$ cat src/logic/fmx_pkg.sv
// Shared constants and types for the file move / pointer load execution block
package fmx_pkg;

    // Four phases of one instruction cycle, one pclk each
    localparam logic [1:0]  PH_Q1          = 2'h0;
    localparam logic [1:0]  PH_Q2          = 2'h1;
    localparam logic [1:0]  PH_Q3          = 2'h2;
    localparam logic [1:0]  PH_Q4          = 2'h3;

    // APB register byte offsets
    localparam logic [11:0] OFS_CTRL       = 12'h000;
    localparam logic [11:0] OFS_ACCUM      = 12'h004;
    localparam logic [11:0] OFS_FLAGS      = 12'h008;
    localparam logic [11:0] OFS_BANK       = 12'h00C;
    localparam logic [11:0] OFS_PTR0       = 12'h010;
    localparam logic [11:0] OFS_PTR_STRIDE = 12'h004;
    localparam logic [11:0] OFS_STATUS     = 12'h01C;

    // Register field positions
    localparam int          CTRL_EXT_BIT   = 0;
    localparam int          FLAG_Z_BIT     = 0;
    localparam int          FLAG_N_BIT     = 1;
    localparam int          STAT_BUSY_BIT  = 0;
    localparam int          STAT_BAD2_BIT  = 1;
    localparam int          STAT_ILL_BIT   = 2;

    // Opcode fields
    localparam logic [5:0]  OPC_OR         = 6'h04;
    localparam logic [5:0]  OPC_COPY       = 6'h14;
    localparam logic [9:0]  OPC_PTR        = 10'h3B8;
    localparam logic [3:0]  OPC_MOVE       = 4'hC;
    localparam logic [3:0]  OPC_SECOND     = 4'hF;
    localparam logic [3:0]  OPC_PTR2_ZERO  = 4'h0;
    localparam int          BIT_D          = 9;
    localparam int          BIT_A          = 8;

    // Access bank split and indexed addressing
    localparam logic [7:0]  ACCESS_SPLIT   = 8'h60;
    localparam logic [3:0]  ACCESS_LO_BANK = 4'h0;
    localparam logic [3:0]  ACCESS_HI_BANK = 4'hF;
    localparam int          INDEXED_PTR    = 2;
    localparam int          PTR_COUNT      = 3;
    localparam logic [1:0]  PTR_SEL_BAD    = 2'h3;

    // Data space locations of core registers
    localparam logic [11:0] ACCUM_ADDR     = 12'hFE0;
    localparam logic [11:0] PC_LOW_ADDR    = 12'hFF0;
    localparam logic [11:0] STACK_UP_ADDR  = 12'hFF1;
    localparam logic [11:0] STACK_HI_ADDR  = 12'hFF2;
    localparam logic [11:0] STACK_LO_ADDR  = 12'hFF3;

    // Reset values
    localparam logic [7:0]  RST_ACCUM      = 8'h00;
    localparam logic [3:0]  RST_BANK       = 4'h0;

    typedef enum logic [1:0] {
        ST_FETCH = 2'b00,
        ST_EXEC1 = 2'b01,
        ST_WORD2 = 2'b10,
        ST_EXEC2 = 2'b11
    } fmx_state_t;

    typedef enum logic [2:0] {
        OP_NONE = 3'b000,
        OP_OR   = 3'b001,
        OP_COPY = 3'b010,
        OP_PTR  = 3'b011,
        OP_MOVE = 3'b100
    } fmx_op_t;

endpackage

$ cat src/logic/fmx_core.sv
// Execution core for OR-into-file, copy-file, pointer-load and file-to-file move
//
// What this block does
// - OR writes accumulator OR file byte to the d destination and sets negative and zero.
// - File bytes use the access bank when a is 0 and the bank select page when a is 1.
// - Extended set on, a at 0 and offset up to 95: OR and copy use indexed literal offset.
// - Pointer-load puts a 12-bit literal into pointer 0, 1 or 2 and leaves all flags alone.
// - Pointer-load takes two words, the second prefixed 1111 0000, and two cycles.
// - Copy puts a file byte in the accumulator or the file by d and sets negative and zero.
// - Copy and OR take any 8-bit offset and finish in one instruction cycle of one word.
// - The move uses full 12-bit source and destination addresses, ignoring the bank select.
// - The move takes a 1100 word then a 1111 word, copies in two cycles and keeps the flags.
// - The move may use the accumulator location as source or destination.
module fmx_core import fmx_pkg::*; (
    input  wire logic        pclk,
    input  wire logic        presetn,
    input  wire logic        psel,
    input  wire logic        penable,
    input  wire logic        pwrite,
    input  wire logic [11:0] paddr,
    input  wire logic [31:0] pwdata,
    output logic      [31:0] prdata,
    output logic             pready,
    output logic             pslverr,
    input  wire logic [15:0] instr_word,
    input  wire logic        instr_valid,
    output logic             instr_ready,
    output logic      [11:0] dmem_addr,
    output logic             dmem_rd,
    output logic             dmem_wr,
    output logic      [7:0]  dmem_wdata,
    input  wire logic [7:0]  dmem_rdata
);

    typedef struct packed {
        fmx_state_t       st;
        logic [1:0]       q;
        fmx_op_t          op;
        logic [15:0]      ir;
        logic [15:0]      ir2;
        logic [11:0]      addr;
        logic [7:0]       data;
        logic             res_n;
        logic             res_z;
        logic [7:0]       accum;
        logic             flag_n;
        logic             flag_z;
        logic [3:0]       bank;
        logic [2:0][11:0] ptr;
        logic             ext_en;
        logic             bad2;
        logic             ill_dst;
        logic             instr_ready;
        logic [11:0]      dmem_addr;
        logic             dmem_rd;
        logic             dmem_wr;
        logic [7:0]       dmem_wdata;
        logic             pready;
        logic [31:0]      prdata;
        logic             pslverr;
    } fmx_rec_t;

    localparam fmx_rec_t REC_RST = '{st: ST_FETCH, q: PH_Q1, op: OP_NONE,
                                     accum: RST_ACCUM, bank: RST_BANK, default: '0};

    fmx_rec_t    s;
    fmx_rec_t    next_s;
    logic [11:0] file_addr;
    logic [7:0]  rd_val;
    logic [7:0]  alu_res;
    logic        alu_n;
    logic        alu_z;
    logic        take;
    logic        apb_wr;
    fmx_op_t     dec_op;

    assign prdata      = s.prdata;
    assign pready      = s.pready;
    assign pslverr     = s.pslverr;
    assign instr_ready = s.instr_ready;
    assign dmem_addr   = s.dmem_addr;
    assign dmem_rd     = s.dmem_rd;
    assign dmem_wr     = s.dmem_wr;
    assign dmem_wdata  = s.dmem_wdata;

    fmx_addr_former u_addr (
        .file_off        (s.ir[7:0]),
        .bank_bit        (s.ir[BIT_A]),
        .bank_select_reg (s.bank),
        .ext_en          (s.ext_en),
        .index_ptr       (s.ptr[INDEXED_PTR]),
        .data_addr       (file_addr)
    );

    fmx_alu u_alu (
        .do_or    (s.op == OP_OR),
        .accum    (s.accum),
        .file_val (rd_val),
        .result   (alu_res),
        .neg      (alu_n),
        .zero     (alu_z)
    );

    function automatic fmx_op_t decode_op(input logic [15:0] w);
        if (w[15:10] == OPC_OR) begin
            decode_op = OP_OR;
        end else if (w[15:10] == OPC_COPY) begin
            decode_op = OP_COPY;
        end else if (w[15:6] == OPC_PTR) begin
            decode_op = OP_PTR;
        end else if (w[15:12] == OPC_MOVE) begin
            decode_op = OP_MOVE;
        end else begin
            decode_op = OP_NONE;
        end
    endfunction

    function automatic logic is_forbidden(input logic [11:0] a);
        is_forbidden = (a == PC_LOW_ADDR) || (a == STACK_UP_ADDR) ||
                       (a == STACK_HI_ADDR) || (a == STACK_LO_ADDR);
    endfunction

    // Reads of the accumulator's location never go out on the data bus
    assign rd_val = (s.addr == ACCUM_ADDR) ? s.accum : dmem_rdata;
    assign take   = (s.q == PH_Q1) && s.instr_ready && instr_valid;
    assign apb_wr = psel && penable && s.pready && pwrite;
    assign dec_op = decode_op(instr_word);

    ////////////////////////////////////////////////////////////////////////////
    always_comb begin
        next_s            = s;
        next_s.q          = s.q + 2'h1;
        next_s.dmem_rd    = 1'b0;
        next_s.dmem_wr    = 1'b0;
        next_s.pslverr    = 1'b0;
        // One wait state: the answer comes in the second access cycle
        next_s.pready     = psel && penable && !s.pready;

        // APB first so that core updates in the same cycle win
        if (next_s.pready) begin
            next_s.prdata = '0;
            if (paddr == OFS_CTRL) begin
                next_s.prdata[CTRL_EXT_BIT] = s.ext_en;
            end else if (paddr == OFS_ACCUM) begin
                next_s.prdata[7:0] = s.accum;
            end else if (paddr == OFS_FLAGS) begin
                next_s.prdata[FLAG_Z_BIT] = s.flag_z;
                next_s.prdata[FLAG_N_BIT] = s.flag_n;
            end else if (paddr == OFS_BANK) begin
                next_s.prdata[3:0] = s.bank;
            end else if (paddr == OFS_STATUS) begin
                next_s.prdata[STAT_BUSY_BIT] = (s.st != ST_FETCH);
                next_s.prdata[STAT_BAD2_BIT] = s.bad2;
                next_s.prdata[STAT_ILL_BIT]  = s.ill_dst;
            end else begin
                next_s.pslverr = 1'b1;
                for (int i = 0; i < PTR_COUNT; i++) begin
                    if (paddr == OFS_PTR0 + OFS_PTR_STRIDE * 12'(i)) begin
                        next_s.prdata[11:0] = s.ptr[i];
                        next_s.pslverr      = 1'b0;
                    end
                end
            end
        end
        if (apb_wr) begin
            if (paddr == OFS_CTRL) begin
                next_s.ext_en = pwdata[CTRL_EXT_BIT];
            end else if (paddr == OFS_ACCUM) begin
                next_s.accum = pwdata[7:0];
            end else if (paddr == OFS_FLAGS) begin
                next_s.flag_z = pwdata[FLAG_Z_BIT];
                next_s.flag_n = pwdata[FLAG_N_BIT];
            end else if (paddr == OFS_BANK) begin
                next_s.bank = pwdata[3:0];
            end else if (paddr == OFS_STATUS) begin
                // Write one to clear; a fault in the same cycle sets it again below
                if (pwdata[STAT_BAD2_BIT]) begin
                    next_s.bad2 = 1'b0;
                end
                if (pwdata[STAT_ILL_BIT]) begin
                    next_s.ill_dst = 1'b0;
                end
            end
        end

        ////////////////////////////////////////////////////////////////////////
        case (s.st)
            ST_FETCH: begin
                if (take) begin
                    next_s.ir = instr_word;
                    next_s.op = dec_op;
                    next_s.st = ST_EXEC1;
                end
            end
            ST_EXEC1: begin
                case (s.q)
                    PH_Q2: begin
                        if (s.op == OP_OR || s.op == OP_COPY) begin
                            next_s.addr      = file_addr;
                            next_s.dmem_addr = file_addr;
                            next_s.dmem_rd   = (file_addr != ACCUM_ADDR);
                        end else if (s.op == OP_MOVE) begin
                            next_s.addr      = s.ir[11:0];
                            next_s.dmem_addr = s.ir[11:0];
                            next_s.dmem_rd   = (s.ir[11:0] != ACCUM_ADDR);
                        end
                    end
                    PH_Q3: begin
                        if (s.op == OP_OR || s.op == OP_COPY) begin
                            next_s.data  = alu_res;
                            next_s.res_n = alu_n;
                            next_s.res_z = alu_z;
                            if (s.ir[BIT_D] && (s.addr != ACCUM_ADDR)) begin
                                next_s.dmem_wr    = 1'b1;
                                next_s.dmem_addr  = s.addr;
                                next_s.dmem_wdata = alu_res;
                            end
                        end else if (s.op == OP_MOVE) begin
                            next_s.data = rd_val;
                        end
                    end
                    PH_Q4: begin
                        if (s.op == OP_OR || s.op == OP_COPY) begin
                            if (!s.ir[BIT_D] || (s.addr == ACCUM_ADDR)) begin
                                next_s.accum = s.data;
                            end
                            next_s.flag_n = s.res_n;
                            next_s.flag_z = s.res_z;
                        end else if (s.op == OP_PTR && s.ir[5:4] != PTR_SEL_BAD) begin
                            next_s.ptr[s.ir[5:4]][11:8] = s.ir[3:0];
                        end
                        if (s.op == OP_PTR || s.op == OP_MOVE) begin
                            next_s.st = ST_WORD2;
                        end else begin
                            next_s.st = ST_FETCH;
                        end
                    end
                    default: begin
                    end
                endcase
            end
            ST_WORD2: begin
                if (take) begin
                    // second word must start 1111, and 1111 0000 for pointer-load
                    if (instr_word[15:12] == OPC_SECOND &&
                        (s.op == OP_MOVE || instr_word[11:8] == OPC_PTR2_ZERO)) begin
                        next_s.ir2 = instr_word;
                        next_s.st  = ST_EXEC2;
                    end else begin
                        // A malformed second word is dropped and not executed
                        next_s.bad2 = 1'b1;
                        next_s.st   = ST_FETCH;
                    end
                end
            end
            ST_EXEC2: begin
                case (s.q)
                    PH_Q3: begin
                        // no bus read, write in last phase
                        if (s.op == OP_MOVE) begin
                            if (is_forbidden(s.ir2[11:0])) begin
                                next_s.ill_dst = 1'b1;
                            end else if (s.ir2[11:0] != ACCUM_ADDR) begin
                                next_s.dmem_wr    = 1'b1;
                                next_s.dmem_addr  = s.ir2[11:0];
                                next_s.dmem_wdata = s.data;
                            end
                        end
                    end
                    PH_Q4: begin
                        if (s.op == OP_MOVE && s.ir2[11:0] == ACCUM_ADDR) begin
                            next_s.accum = s.data;
                        end else if (s.op == OP_PTR && s.ir[5:4] != PTR_SEL_BAD) begin
                            next_s.ptr[s.ir[5:4]][7:0] = s.ir2[7:0];
                        end
                        next_s.st = ST_FETCH;
                    end
                    default: begin
                    end
                endcase
            end
            default: begin
                next_s.st = ST_FETCH;
            end
        endcase

        next_s.instr_ready = (next_s.q == PH_Q1) &&
                             (next_s.st == ST_FETCH || next_s.st == ST_WORD2);
    end

    always_ff @(posedge pclk or negedge presetn) begin
        if (!presetn) begin
            s <= REC_RST;
        end else begin
            s <= next_s;
        end
    end

    ////////////////////////////////////////////////////////////////////////////
    property p_or_accum;
        @(posedge pclk) disable iff (!presetn)
        (s.st == ST_EXEC1 && s.op == OP_OR && s.q == PH_Q3 && !s.ir[BIT_D])
            |-> ##2 (s.accum == $past(s.accum | rd_val, 2));
    endproperty
    a_or_accum: assert property (p_or_accum) else $error("OR result missing");

    property p_bank_addr;
        @(posedge pclk) disable iff (!presetn)
        s.ir[BIT_A] |-> (file_addr == {s.bank, s.ir[7:0]});
    endproperty
    a_bank_addr: assert property (p_bank_addr) else $error("bank address wrong");

    property p_indexed;
        @(posedge pclk) disable iff (!presetn)
        (s.ext_en && !s.ir[BIT_A] && s.ir[7:0] < ACCESS_SPLIT)
            |-> (file_addr == s.ptr[INDEXED_PTR] + {4'h0, s.ir[7:0]});
    endproperty
    a_indexed: assert property (p_indexed) else $error("indexed address wrong");

    property p_ptr_flags;
        @(posedge pclk) disable iff (!presetn)
        ((s.st == ST_EXEC1 || s.st == ST_EXEC2) && s.op != OP_OR && s.op != OP_COPY &&
         !apb_wr) |=> ($stable(s.flag_n) && $stable(s.flag_z));
    endproperty
    a_ptr_flags: assert property (p_ptr_flags) else $error("flags changed");

    property p_ptr_low;
        @(posedge pclk) disable iff (!presetn)
        (s.st == ST_EXEC2 && s.op == OP_PTR && s.q == PH_Q4 && s.ir[5:4] != PTR_SEL_BAD)
            |=> (s.ptr[$past(s.ir[5:4])][7:0] == $past(s.ir2[7:0]));
    endproperty
    a_ptr_low: assert property (p_ptr_low) else $error("pointer low byte wrong");

    property p_copy_back;
        @(posedge pclk) disable iff (!presetn)
        (s.st == ST_EXEC1 && s.op == OP_COPY && s.q == PH_Q3 && s.ir[BIT_D] &&
         s.addr != ACCUM_ADDR)
            |=> (s.dmem_wr && s.dmem_wdata == $past(rd_val) && s.dmem_addr == $past(s.addr));
    endproperty
    a_copy_back: assert property (p_copy_back) else $error("copy write-back wrong");

    property p_single_cycle;
        @(posedge pclk) disable iff (!presetn)
        (s.st == ST_FETCH && take && (dec_op == OP_OR || dec_op == OP_COPY))
            |-> ##4 (s.st == ST_FETCH && s.instr_ready);
    endproperty
    a_single_cycle: assert property (p_single_cycle) else $error("not one cycle");

    property p_move_src;
        @(posedge pclk) disable iff (!presetn)
        (s.st == ST_EXEC1 && s.op == OP_MOVE && s.q == PH_Q2)
            |=> (s.dmem_addr == $past(s.ir[11:0]) &&
                 s.dmem_rd == ($past(s.ir[11:0]) != ACCUM_ADDR));
    endproperty
    a_move_src: assert property (p_move_src) else $error("move source wrong");

    property p_move_write;
        @(posedge pclk) disable iff (!presetn)
        (s.st == ST_WORD2 && take && s.op == OP_MOVE && instr_word[15:12] == OPC_SECOND &&
         instr_word[11:0] != ACCUM_ADDR && !is_forbidden(instr_word[11:0]))
            |-> ##3 (s.dmem_wr && s.dmem_addr == $past(instr_word[11:0], 3) &&
                     s.dmem_wdata == s.data);
    endproperty
    a_move_write: assert property (p_move_write) else $error("move write wrong");

    property p_move_accum;
        @(posedge pclk) disable iff (!presetn)
        (s.st == ST_EXEC2 && s.op == OP_MOVE && s.q == PH_Q4 && s.ir2[11:0] == ACCUM_ADDR)
            |=> (s.accum == $past(s.data));
    endproperty
    a_move_accum: assert property (p_move_accum) else $error("move to accum wrong");

    property p_ptr_high;
        @(posedge pclk) disable iff (!presetn)
        (s.st == ST_EXEC1 && s.op == OP_PTR && s.q == PH_Q4 && s.ir[5:4] != PTR_SEL_BAD)
            |=> (s.ptr[$past(s.ir[5:4])][11:8] == $past(s.ir[3:0]));
    endproperty
    a_ptr_high: assert property (p_ptr_high) else $error("pointer high byte wrong");

    property p_move_no_read;
        @(posedge pclk) disable iff (!presetn)
        (s.st == ST_EXEC2) |-> !s.dmem_rd;
    endproperty
    a_move_no_read: assert property (p_move_no_read) else $error("read in cycle two");

endmodule

$ cat src/logic/fmx_addr_former.sv
// Forms the 12-bit data address of a byte-oriented file instruction
module fmx_addr_former import fmx_pkg::*; (
    input  wire logic [7:0]  file_off,
    input  wire logic        bank_bit,
    input  wire logic [3:0]  bank_select_reg,
    input  wire logic        ext_en,
    input  wire logic [11:0] index_ptr,
    output logic      [11:0] data_addr
);

    always_comb begin
        if (bank_bit) begin
            data_addr = {bank_select_reg, file_off};
        end else if (ext_en && (file_off < ACCESS_SPLIT)) begin
            // Indexed literal offset: pointer plus offset, wraps in the data space
            data_addr = index_ptr + {4'h0, file_off};
        end else if (file_off < ACCESS_SPLIT) begin
            data_addr = {ACCESS_LO_BANK, file_off};
        end else begin
            data_addr = {ACCESS_HI_BANK, file_off};
        end
    end

endmodule

$ cat src/logic/fmx_alu.sv
// OR / pass-through unit with negative and zero results
module fmx_alu import fmx_pkg::*; (
    input  wire logic       do_or,
    input  wire logic [7:0] accum,
    input  wire logic [7:0] file_val,
    output logic      [7:0] result,
    output logic            neg,
    output logic            zero
);

    always_comb begin
        result = do_or ? (accum | file_val) : file_val;
        neg    = result[7];
        zero   = (result == 8'h00);
    end

endmodule

$ cat config.mk
export PLATFORM = sky130hd
export DESIGN_NAME = fmx_core
export DESIGN_NICKNAME = d
export VERILOG_FILES = /design/src/logic/fmx_pkg.sv /design/src/logic/fmx_core.sv /design/src/logic/fmx_addr_former.sv /design/src/logic/fmx_alu.sv
export SDC_FILE = /design/constraint.sdc
export NUM_CORES = 1
export LEC_CHECK = 0
export BUFFER_PORTS_ARGS = -buffer_cell sky130_fd_sc_hd__buf_2
export CAP_MARGIN = 10
export CORE_ASPECT_RATIO = 0.9
export CORE_UTILIZATION = 30
export CTS_BUF_LIST = sky130_fd_sc_hd__clkbuf_8
export DETAILED_ROUTE_END_ITERATION = 6
export PLACE_DENSITY = 0.62
export SLEW_MARGIN = 15
export SYNTH_ARGS = -nofsm -noshare
export SYNTH_HDL_FRONTEND = slang
export SYNTH_SLANG_ARGS = --single-unit
$ cat constraint.sdc
create_clock -name pclk -period 2.1 [get_ports pclk]
set_input_delay 0.21 -clock pclk [delete_from_list [all_inputs] [get_ports pclk]]
set_output_delay 0.21 -clock pclk [all_outputs]
set_load 0.1 [all_outputs]
==> flow_summary.json, run 1 <==
{
  "status": "complete, but fails checks",
  "violations": "setup timing",
  "io_pins": 131,
  "synth_compound_area_frac": 0.1659,
  "grt_max_degree": 57,
  "cts_tree": "yes",
  "die_w_microns": 173.6,
  "wl_mm": 24.10,
  "switchingPower_mw": 4.380,
  "clock_sinks": 143,
  "startpoint_type": "flip-flop",
  "drv_cap": 0,
  "hold_violations": 0,
  "initial_utilization": 0.3050,
  "layout-drive-gt1-share": 0.3929,
  "peakVddDrop_v": 0.0006926,
  "slowest_stage": "or4_4",
  "cpMostUsedCell": "a21oi_2",
  "path_max_fanout": 3,
  "p_int_mw": 5.682,
  "netlist_instances": 801,
  "hold_class": "primary input to flip-flop",
  "drt_first_pass_iters": 5,
  "syn_avg_cell_area_sq_um": 9.925,
  "cp.arrival_ps": 2640,
  "htree_levels": 4,
  "powerDensity_mw_per_mm2": 977.5,
  "period_share": 1.098,
  "vias": 6763,
  "row_count": 56,
  "nets": 1054,
  "core-area_sq_mm": 0.02607,
  "p_seq_frac": 0.382,
  "synth-seq-area-share": 0.4501,
  "holdWs_ps": 35.22,
  "worstPathRequired_ps": 2430,
  "io_buffers": 86,
  "dieArea_sq_mm": 0.02716,
  "worstSkewPairLatency_ps": 450,
  "synthMuxAreaShare": 0.1317,
  "yosysWarnings": 0,
  "vias_per_cell": 5.093,
  "synth_edf_count": 0,
  "dr.first_iter.drc_count": 501,
  "swShare": 0.4353,
  "diodes": 0,
  "drc_errors": 0,
  "synthAdderAreaFrac": 0.02140,
  "avgRoutedWirePerCell_microns": 18.15,
  "cp_top_family": "compound AO/OA/AOI/OAI gates",
  "synth-xor-area-share": 0.003305,
  "utilization": 0.3949,
  "finalInstanceArea_sq_mm": 0.01029,
  "pwr-share-clk": 0.228,
  "grt_pass1_wl_mm": 37.41,
  "tightest_slew_ps": 538.1,
  "routabilityCongestion": 0.8859,
  "numCtsBuffers": 17,
  "dpl.hpwl_mm": 18.06,
  "clk_path_buf_depth": 2,
  "ant_nets": 0,
  "cts_root_buf": "clkbuf_8",
  "clk_pin_slew_ps": 80,
  "min_period_ps": 2306,
  "max_freq_mhz": 433.7,
  "syn_area_sq_mm": 0.007950,
  "power.total_mw": 10.06,
  "antenna_found_initial": 0,
  "finalClockSkew_ps": 15.14,
  "grt_usage": 0.1795,
  "slew_headroom": 0.6380,
  "die_h_microns": 156.4,
  "first_global_vias": 6635,
  "synth-simple-area-share": 0.1501,
  "report.final.slew_viol_count": 0,
  "synth_seq_cells": 143,
  "layout_common_cells": "141 x dfrtp_1, 114 x buf_4, 85 x buf_2",
  "synth_top_flop_cell": "dfrtp_1",
  "fin_ws_ps": -206.0,
  "ys_async_sr_fraction": 1.000,
  "grt_overflow": 0,
  "worst-path-buf-inv": 2,
  "cp-end-kind": "flip-flop",
  "crit_type": "flip-flop to flip-flop",
  "setup_viol": 12,
  "synthToLayoutAreaGrowth_pct": 29.48,
  "synthDistinctLibCells": 76,
  "rsz0062_at_grt": "true",
  "post_dp_cell_area_sq_mm": 0.009284,
  "synth_top_family_by_area": "compound AO/OA/AOI/OAI gates",
  "combPwrFrac": 0.390,
  "layout_commonest_cell": "dfrtp_1",
  "leakage_nw": 4.682,
  "critPathMaxStageDelay_ps": 440,
  "critical_path.cell_chain": "ha_2 -> inv_2 -> fa_2 -> nand2b_4 -> a21oi_4 -> or4_4 -> a32oi_4 -> buf_6 -> a221oi_2 -> a21oi_2 -> a21oi_2"
}
-- worst paths after layout --
check	start	slack, ps	cells after the start	end
min in group asynchronous	presetn	290	2	s[167]
setup reg to reg	s[148]	-210	11	dmem_addr[6]
max in group asynchronous	presetn	1130	3	s[131]
hold / removal	pwdata[1]	40	3	s[97]
setup / recovery	s[148]	-210	11	dmem_addr[6]
hold reg to reg	s[167]	470	1	s[167]
-- tightest hold or removal path: stages --
cell	delay, ps
buf_2	120
nand2_1	50
o21ai_0	60
-- cell usage after synthesis, types with 6 or more instances --
cell | count | area (sq um)
a21oi_1 | 46 | 230.2
mux2i_1 | 27 | 270.3
o211ai_1 | 6 | 45.04
o21ai_0 | 59 | 295.3
nor3_1 | 10 | 50.05
nor2b_1 | 8 | 50.05
ha_1 | 12 | 150.1
nand2_1 | 85 | 319.1
buf_4 | 52 | 390.4
nand3_1 | 18 | 90.09
nand4_1 | 11 | 68.82
inv_1 | 16 | 60.06
clkbuf_1 | 24 | 90.09
o31ai_1 | 9 | 67.56
dfrtp_1 | 143 | 3578
nor2_1 | 63 | 236.5
a211oi_1 | 6 | 45.04
mux2_2 | 63 | 709.4
a22oi_1 | 24 | 180.2
nand2b_1 | 9 | 56.30
-- cell type report --
class	count	area, sq um
sequential	143	3586
timing repair buffer	214	1491
clock inverter	13	148.9
clock buffer	19	261.5
fill	2594	15770
inverter	16	60.06
tap	348	435.4
multi-input combinational	575	4310
-- routing by layer --
metal | GRT usage | routed length [microns] | up-vias
met2 | 0.2744 | 10900 | 200
met3 | 0.03013 | 1229 | 39
met1 | 0.2517 | 11290 | 3360
li1 | - | - | 3164
met4 | 0.07310 | 682 | 0
met5 | 0 | 0 | -
-- what timing repair did --
action | CTS | global route
pin swaps | 18 | 33
setup endpoints to repair | 14 | 31
hold endpoints to repair | 55 | 0
hold buffers | 2 | 0
resized for setup | 46 | 48
setup buffers | 6 | 11
-- cells by family (layout without fill, tap and decap cells) --
family | after synthesis | in the layout
xor gates and xnor gates | 3 | 3
AOI/OAI and AO/OA | 201 | 201
and+or+nand+nor | 245 | 245
other | 1 | 20
DFF | 143 | 143
adders and majority gates | 13 | 13
muxes | 93 | 93
buffers and inverters | 102 | 262
-- registers in the layout, summed over array words and instances, names as in the netlist --
name and cells:
dmem_addr 12, dmem_rd 1, dmem_wdata 8, dmem_wr 1
instr_ready 1, prdata 12, pready 1, pslverr 1
s 106
-- power by group through the flow --
stage	Sequential, mW	Clock [mW]	Combinational (mW)
detailed placement	3.87	0	3.63
CTS	3.82	2.34	3.79
global route	3.92	2.45	4.16
finish	3.84	2.30	3.92
global placement	3.86	0	3.61
floorplan	3.71	0	3.04
-- stage by stage --
| step | cells | setup TNS (ps) | worst slack [ps] |
|---|---|---|---|
| 2_1_floorplan | 820 | -82.83 | -71.56 |
| 3_3_place_gp | 1278 | -3890 | -516.6 |
| 3_5_place_dp | 1278 | -3468 | -446.3 |
| 4_1_cts | 1318 | -880.8 | -196.4 |
| 5_1_grt | 1328 | -2287 | -315.1 |
| 6_report | 1328 | -1106 | -206.0 |
Note: power is estimated with default switching activity, not from simulation.
==> run 2, diff against run 1 <==
Settings changed: CTS_CLUSTER_DIAMETER set to 200, RECOVER_POWER set to 100.
==> run 2 against run 1 <==
The flow still finishes with violations (setup timing). Clock skew fell by 0.55 ps. Sequential share of layout area rose by 0.40 points. Global-route usage stayed put. Utilization down 0.45 points.
==> flow_summary.json, run 2 (same netlist as run 1, synthesis figures left out) <==
{
  "row_count": 56,
  "hp-start": "pwdata[1]",
  "drv_cap": 0,
  "power.total_mw": 10.02,
  "routabilityCongestion": 0.8859,
  "slew_headroom": 0.04372,
  "layoutNonFillerInstCount": 1328,
  "rsz0062_at_grt": "true",
  "nFillCells": 2622,
  "vias": 6808,
  "min_period_ps": 2298,
  "startpoint_type": "flip-flop",
  "clk_pin_slew_ps": 80,
  "layout-drive-gt1-share": 0.3786,
  "violations": "setup timing",
  "path_max_fanout": 3,
  "regMostFlops": "s",
  "largest_reg_flops": 106,
  "dpl.hpwl_mm": 18.06,
  "setup_viol": 25,
  "dieArea_sq_mm": 0.02716,
  "critPathMaxStageDelay_ps": 360,
  "slowest_stage": "dfrtp_1",
  "cp-endpoint": "dmem_rd",
  "peakVddDrop_v": 0.0006880,
  "cp.arrival_ps": 2620,
  "finalClockSkew_ps": 14.60,
  "leakage_nw": 4.610,
  "tightest_slew_ps": 1434,
  "io_pins": 131,
  "htree_levels": 4,
  "clock_sinks": 143,
  "worstSkewPairLatency_ps": 450,
  "grt.met2_usage": 0.2744,
  "hold_class": "primary input to flip-flop",
  "regArea_sq_mm": 0.003586,
  "synthToLayoutAreaGrowth_pct": 28.01,
  "grt_max_degree": 57,
  "r2r-end": "dmem_rd",
  "wl_mm": 24.17,
  "initial_utilization": 0.3050,
  "avgRoutedWirePerCell_microns": 18.20,
  "cts_root_buf": "clkbuf_8",
  "crit_type": "flip-flop to flip-flop",
  "report.final.slew_viol_count": 0,
  "die_h_microns": 156.4,
  "die_w_microns": 173.6,
  "reg2reg_depth": 10,
  "met3_usage": 0.03013,
  "met1_usage": 0.2517,
  "vias_per_cell": 5.127,
  "reg2reg_from": "s[148]",
  "status": "complete, but fails checks",
  "antenna_found_initial": 0,
  "grt_usage": 0.1795,
  "reg2reg_slack_ps": -200,
  "cts_tree": "yes",
  "fin_ws_ps": -198.2,
  "grt_overflow": 0,
  "layout_common_cells": "141 x dfrtp_1, 99 x buf_4, 82 x nand2_1",
  "crit_start": "s[148]",
  "powerDensity_mw_per_mm2": 984.6,
  "holdWs_ps": 32.85,
  "worstPathRequired_ps": 2420,
  "hold_violations": 0,
  "period_share": 1.094,
  "critical_path.cell_chain": "ha_2 -> inv_2 -> fa_2 -> nand2b_4 -> a21oi_4 -> or4_4 -> a32oi_4 -> nand4bb_4 -> nor4bb_4 -> a31oi_1",
  "fin_setup_tns_ps": -2036,
  "clk_path_buf_depth": 2,
  "drc_errors": 0,
  "drt_first_pass_iters": 6,
  "ant_nets": 0,
  "diodes": 0,
  "grt_pass1_wl_mm": 37.41,
  "top_usage_layer": "met2",
  "first_global_vias": 6635,
  "core-area_sq_mm": 0.02607,
  "io_buffers": 86,
  "dp_cells": 1278,
  "numCtsBuffers": 17,
  "dr.first_iter.drc_count": 576,
  "max_freq_mhz": 435.1,
  "multiInputGateArea_sq_mm": 0.004295,
  "cp-end-kind": "flip-flop",
  "layout_commonest_cell": "dfrtp_1",
  "nets": 1054
}
-- run 2: cell types whose count changed in the layout (fill, tap and decap cells not counted), moves of 4 or more --
cell      previous run  this run
buf_4              114        99
clkbuf_2             0        44
buf_2               85        48
buf_12               5         1
clkbuf_1             0        10
-- run 2: final cells by class --
| cell class | instances | share of cell area |
|---|---|---|
| clock inverter | 13 | 0.01463 |
| inverter | 16 | 0.005901 |
| timing repair buffer | 214 | 0.1366 |
| multi-input combinational | 575 | 0.4221 |
| sequential | 143 | 0.3523 |
| tap | 348 | 0.04278 |
| clock buffer | 19 | 0.02569 |
-- run 2: worst max-delay path: cells and delay by family, from the launching register on --
kind            cells  cell delay, ps
flops               1             360
simple gates        4             860
compound gates      3             400
fa+ha+maj           2             530
buf+inv             1              40
-- run 2: how the worst min path moves through the flow --
stage / endpoint / slack, ps / depth (start not counted)
after CTS: s[166] / 10 / 3
after floorplan: dmem_addr[0] / -90 / 0
after global routing: s[97] / 30 / 3
final: s[97] / 30 / 3
after global placement: dmem_wdata[6] / 220 / 1
after detailed placement: dmem_wdata[6] / 220 / 1
-- run 2: per-layer routing --
layer  wire (microns)  vias up
li1                 -     3166
met1            11390     3405
met2            10920      201
met3             1212       36
met4              641        0
met5                0        -
-- run 2: metrics by stage --
stage	cell area (sq um)	setup slack [ps]	utilization
2_1_floorplan	8077	-71.56	-
3_3_place_gp	9284	-516.6	0.3562
3_5_place_dp	9284	-446.3	0.3562
4_1_cts	10020	-196.4	0.3843
5_1_grt	10180	-315.1	0.3905
6_report	10180	-198.2	0.3905
-- run 2: timing repair --
| item | in CTS | in global routing |
|---|---|---|
| setup buffers | 6 | 11 |
| hold buffers | 2 | 0 |
| gates resized for setup | 46 | 48 |
| endpoints found under the hold margin | 55 | 0 |
| pin swaps | 18 | 33 |
| setup endpoints to repair | 14 | 31 |
-- run 2: power by group --
part | internal, mW | switching, mW
Clock | 1.22 | 1.07
Sequential | 3.33 | 0.519
Combinational | 1.09 | 2.79
Total | 5.64 | 4.38
==> run 3, diff against run 2 <==
Settings changed: SKIP_CTS_REPAIR_TIMING set to 1.
==> run 3 against run 2 <==
The run still ends with setup timing left. Die area stayed put. Clock skew is 1.4 ps lower. Combinational power is 2% lower. Wire length is 1.2% lower. Worst setup slack worse by 9.2 ps. Cell area is 1.4% lower. First-iteration DRC count is 18% lower. Sequential share of layout area is 0.49 points higher. Fmax is 0.40% lower. Critical path type unchanged. Largest cell class unchanged. Highest routed layer unchanged.
==> flow_summary.json, run 3 (same netlist as run 1, synthesis figures left out) <==
{
  "tightest_slew_ps": 1430,
  "grt_max_degree": 57,
  "layout-drive-gt1-share": 0.3742,
  "clk_path_buf_depth": 2,
  "layout_common_cells": "141 x dfrtp_1, 92 x buf_4, 82 x nand2_1",
  "worstSkewPairLatency_ps": 450,
  "drv_cap": 0,
  "diodes": 0,
  "cp_top_family": "buffers and inverters",
  "crit_type": "flip-flop to flip-flop",
  "numCtsBuffers": 17,
  "antenna_found_initial": 0,
  "peakVddDrop_v": 0.0006844,
  "layout_commonest_cell": "dfrtp_1",
  "ant_nets": 0,
  "min_period_ps": 2307,
  "die_h_microns": 156.4,
  "nFillCells": 2650,
  "die_w_microns": 173.6,
  "fin_ws_ps": -207.4,
  "clk_pin_slew_ps": 90,
  "p_seq_frac": 0.386,
  "hold_class": "primary input to flip-flop",
  "regMostFlops": "s",
  "status": "complete, but fails checks",
  "cts_root_buf": "clkbuf_8",
  "clock_sinks": 143,
  "rsz0062_at_grt": "true",
  "dpl.hpwl_mm": 18.06,
  "slowest_stage": "clkbuf_1",
  "violations": "setup timing",
  "nets": 1044,
  "leakage_nw": 4.547,
  "avgRoutedWirePerCell_microns": 18.11,
  "vias": 6771,
  "hold_violations": 0,
  "period_share": 1.099,
  "combPwrFrac": 0.383,
  "drt_first_pass_iters": 5,
  "fin_setup_tns_ps": -3062,
  "io_buffers": 86,
  "wl_mm": 23.87,
  "powerDensity_mw_per_mm2": 992.7,
  "finalInstanceArea_sq_mm": 0.01004,
  "initial_utilization": 0.3050,
  "cp.arrival_ps": 2670,
  "routabilityCongestion": 0.8859,
  "startpoint_type": "flip-flop",
  "critical_path.cell_chain": "buf_4 -> nor3_2 -> clkbuf_1 -> and3_1 -> a22oi_1 -> buf_4 -> o21ai_0",
  "drc_errors": 0,
  "switchingPower_mw": 4.367,
  "cpMostUsedCell": "buf_4",
  "core-area_sq_mm": 0.02607,
  "setup_viol": 33,
  "grt_usage": 0.1768,
  "io_pins": 131,
  "slew_headroom": 0.04643,
  "largest_reg_flops": 106,
  "grt_pass1_wl_mm": 36.83,
  "cts_tree": "yes",
  "vias_per_cell": 5.137,
  "dieArea_sq_mm": 0.02716,
  "first_global_vias": 6495,
  "worstPathRequired_ps": 2460,
  "finalClockSkew_ps": 13.23,
  "swShare": 0.4382,
  "path_max_fanout": 16,
  "max_freq_mhz": 433.4,
  "dr.first_iter.drc_count": 475,
  "report.final.slew_viol_count": 0,
  "grt_overflow": 0,
  "synthToLayoutAreaGrowth_pct": 26.27,
  "pwr-share-clk": 0.231,
  "critPathMaxStageDelay_ps": 580,
  "post_dp_cell_area_sq_mm": 0.009284,
  "htree_levels": 4,
  "p_int_mw": 5.598,
  "worst-path-buf-inv": 3,
  "row_count": 56,
  "cp-end-kind": "flip-flop"
}
[run 3: cell types whose count changed in the layout (fill, tap and decap cells not counted), moves of 2 or more]
cell / change
a21oi_1: +3
buf_6: -2
o21ai_2: +2
nor2_1: -4
buf_4: -7
a22oi_2: +2
a22oi_1: -2
o21ai_1: +2
nor2_2: +4
o21ai_0: -4
ha_4: -2
a21oi_2: -3
[run 3: metrics by stage]
step           hold slack, ps  cells  setup WS [ps]  power (mW)    util
2_1_floorplan          -85.59    820         -71.56       6.747       -
3_3_place_gp            215.2   1278         -516.6       7.471  0.3562
3_5_place_dp            218.4   1278         -446.3       7.501  0.3562
4_1_cts                -274.5   1310         -438.5       9.799  0.3719
5_1_grt                 25.07   1318         -306.1       10.41  0.3851
6_report                30.59   1318         -207.4       9.965  0.3851
[run 3: final cells by class]
type,count,area [sq um],area share
timing repair buffer,204,1310,0.1305
tap,348,435.4,0.04338
inverter,16,60.06,0.005983
clock inverter,13,148.9,0.01483
multi-input combinational,575,4237,0.4220
sequential,143,3586,0.3572
clock buffer,19,261.5,0.02605
[run 3: worst paths after layout]
check | startpoint | to | slack, ps | depth (start not counted)
max reg2reg | s[165] | s[104] | -210 | 7
max in group asynchronous | presetn | s[158] | 310 | 3
min reg2reg | prdata[6] | prdata[6] | 480 | 2
max | s[165] | s[104] | -210 | 7
min in group asynchronous | presetn | dmem_wdata[0] | 640 | 2
min | pwdata[1] | s[97] | 30 | 3
[run 3: worst reg2reg max path: stages (launching register included)]
cell      delay (ps)
dfrtp_1          420
buf_4            160
nor3_2           220
clkbuf_1         580
and3_1           330
a22oi_1           90
buf_4            200
o21ai_0          220
[run 3: power groups by stage]
stage          sequential (mW)  combinational [mW]  clock (mW)
4_1_cts                   3.82                3.64        2.34
3_5_place_dp              3.87                3.63           0
3_3_place_gp              3.86                3.61           0
6_report                  3.85                3.82        2.30
2_1_floorplan             3.71                3.04           0
5_1_grt                   3.92                4.04        2.45
[run 3: per-layer routing]
metal	wire, microns	share of wire	vias to the layer above	GRT usage
li1	-	-	3153	-
met1	11160	0.47	3355	0.2506
met2	10550	0.44	214	0.2658
met3	1323	0.055	49	0.02940
met4	835	0.035	0	0.07435
met5	0	0	-	0
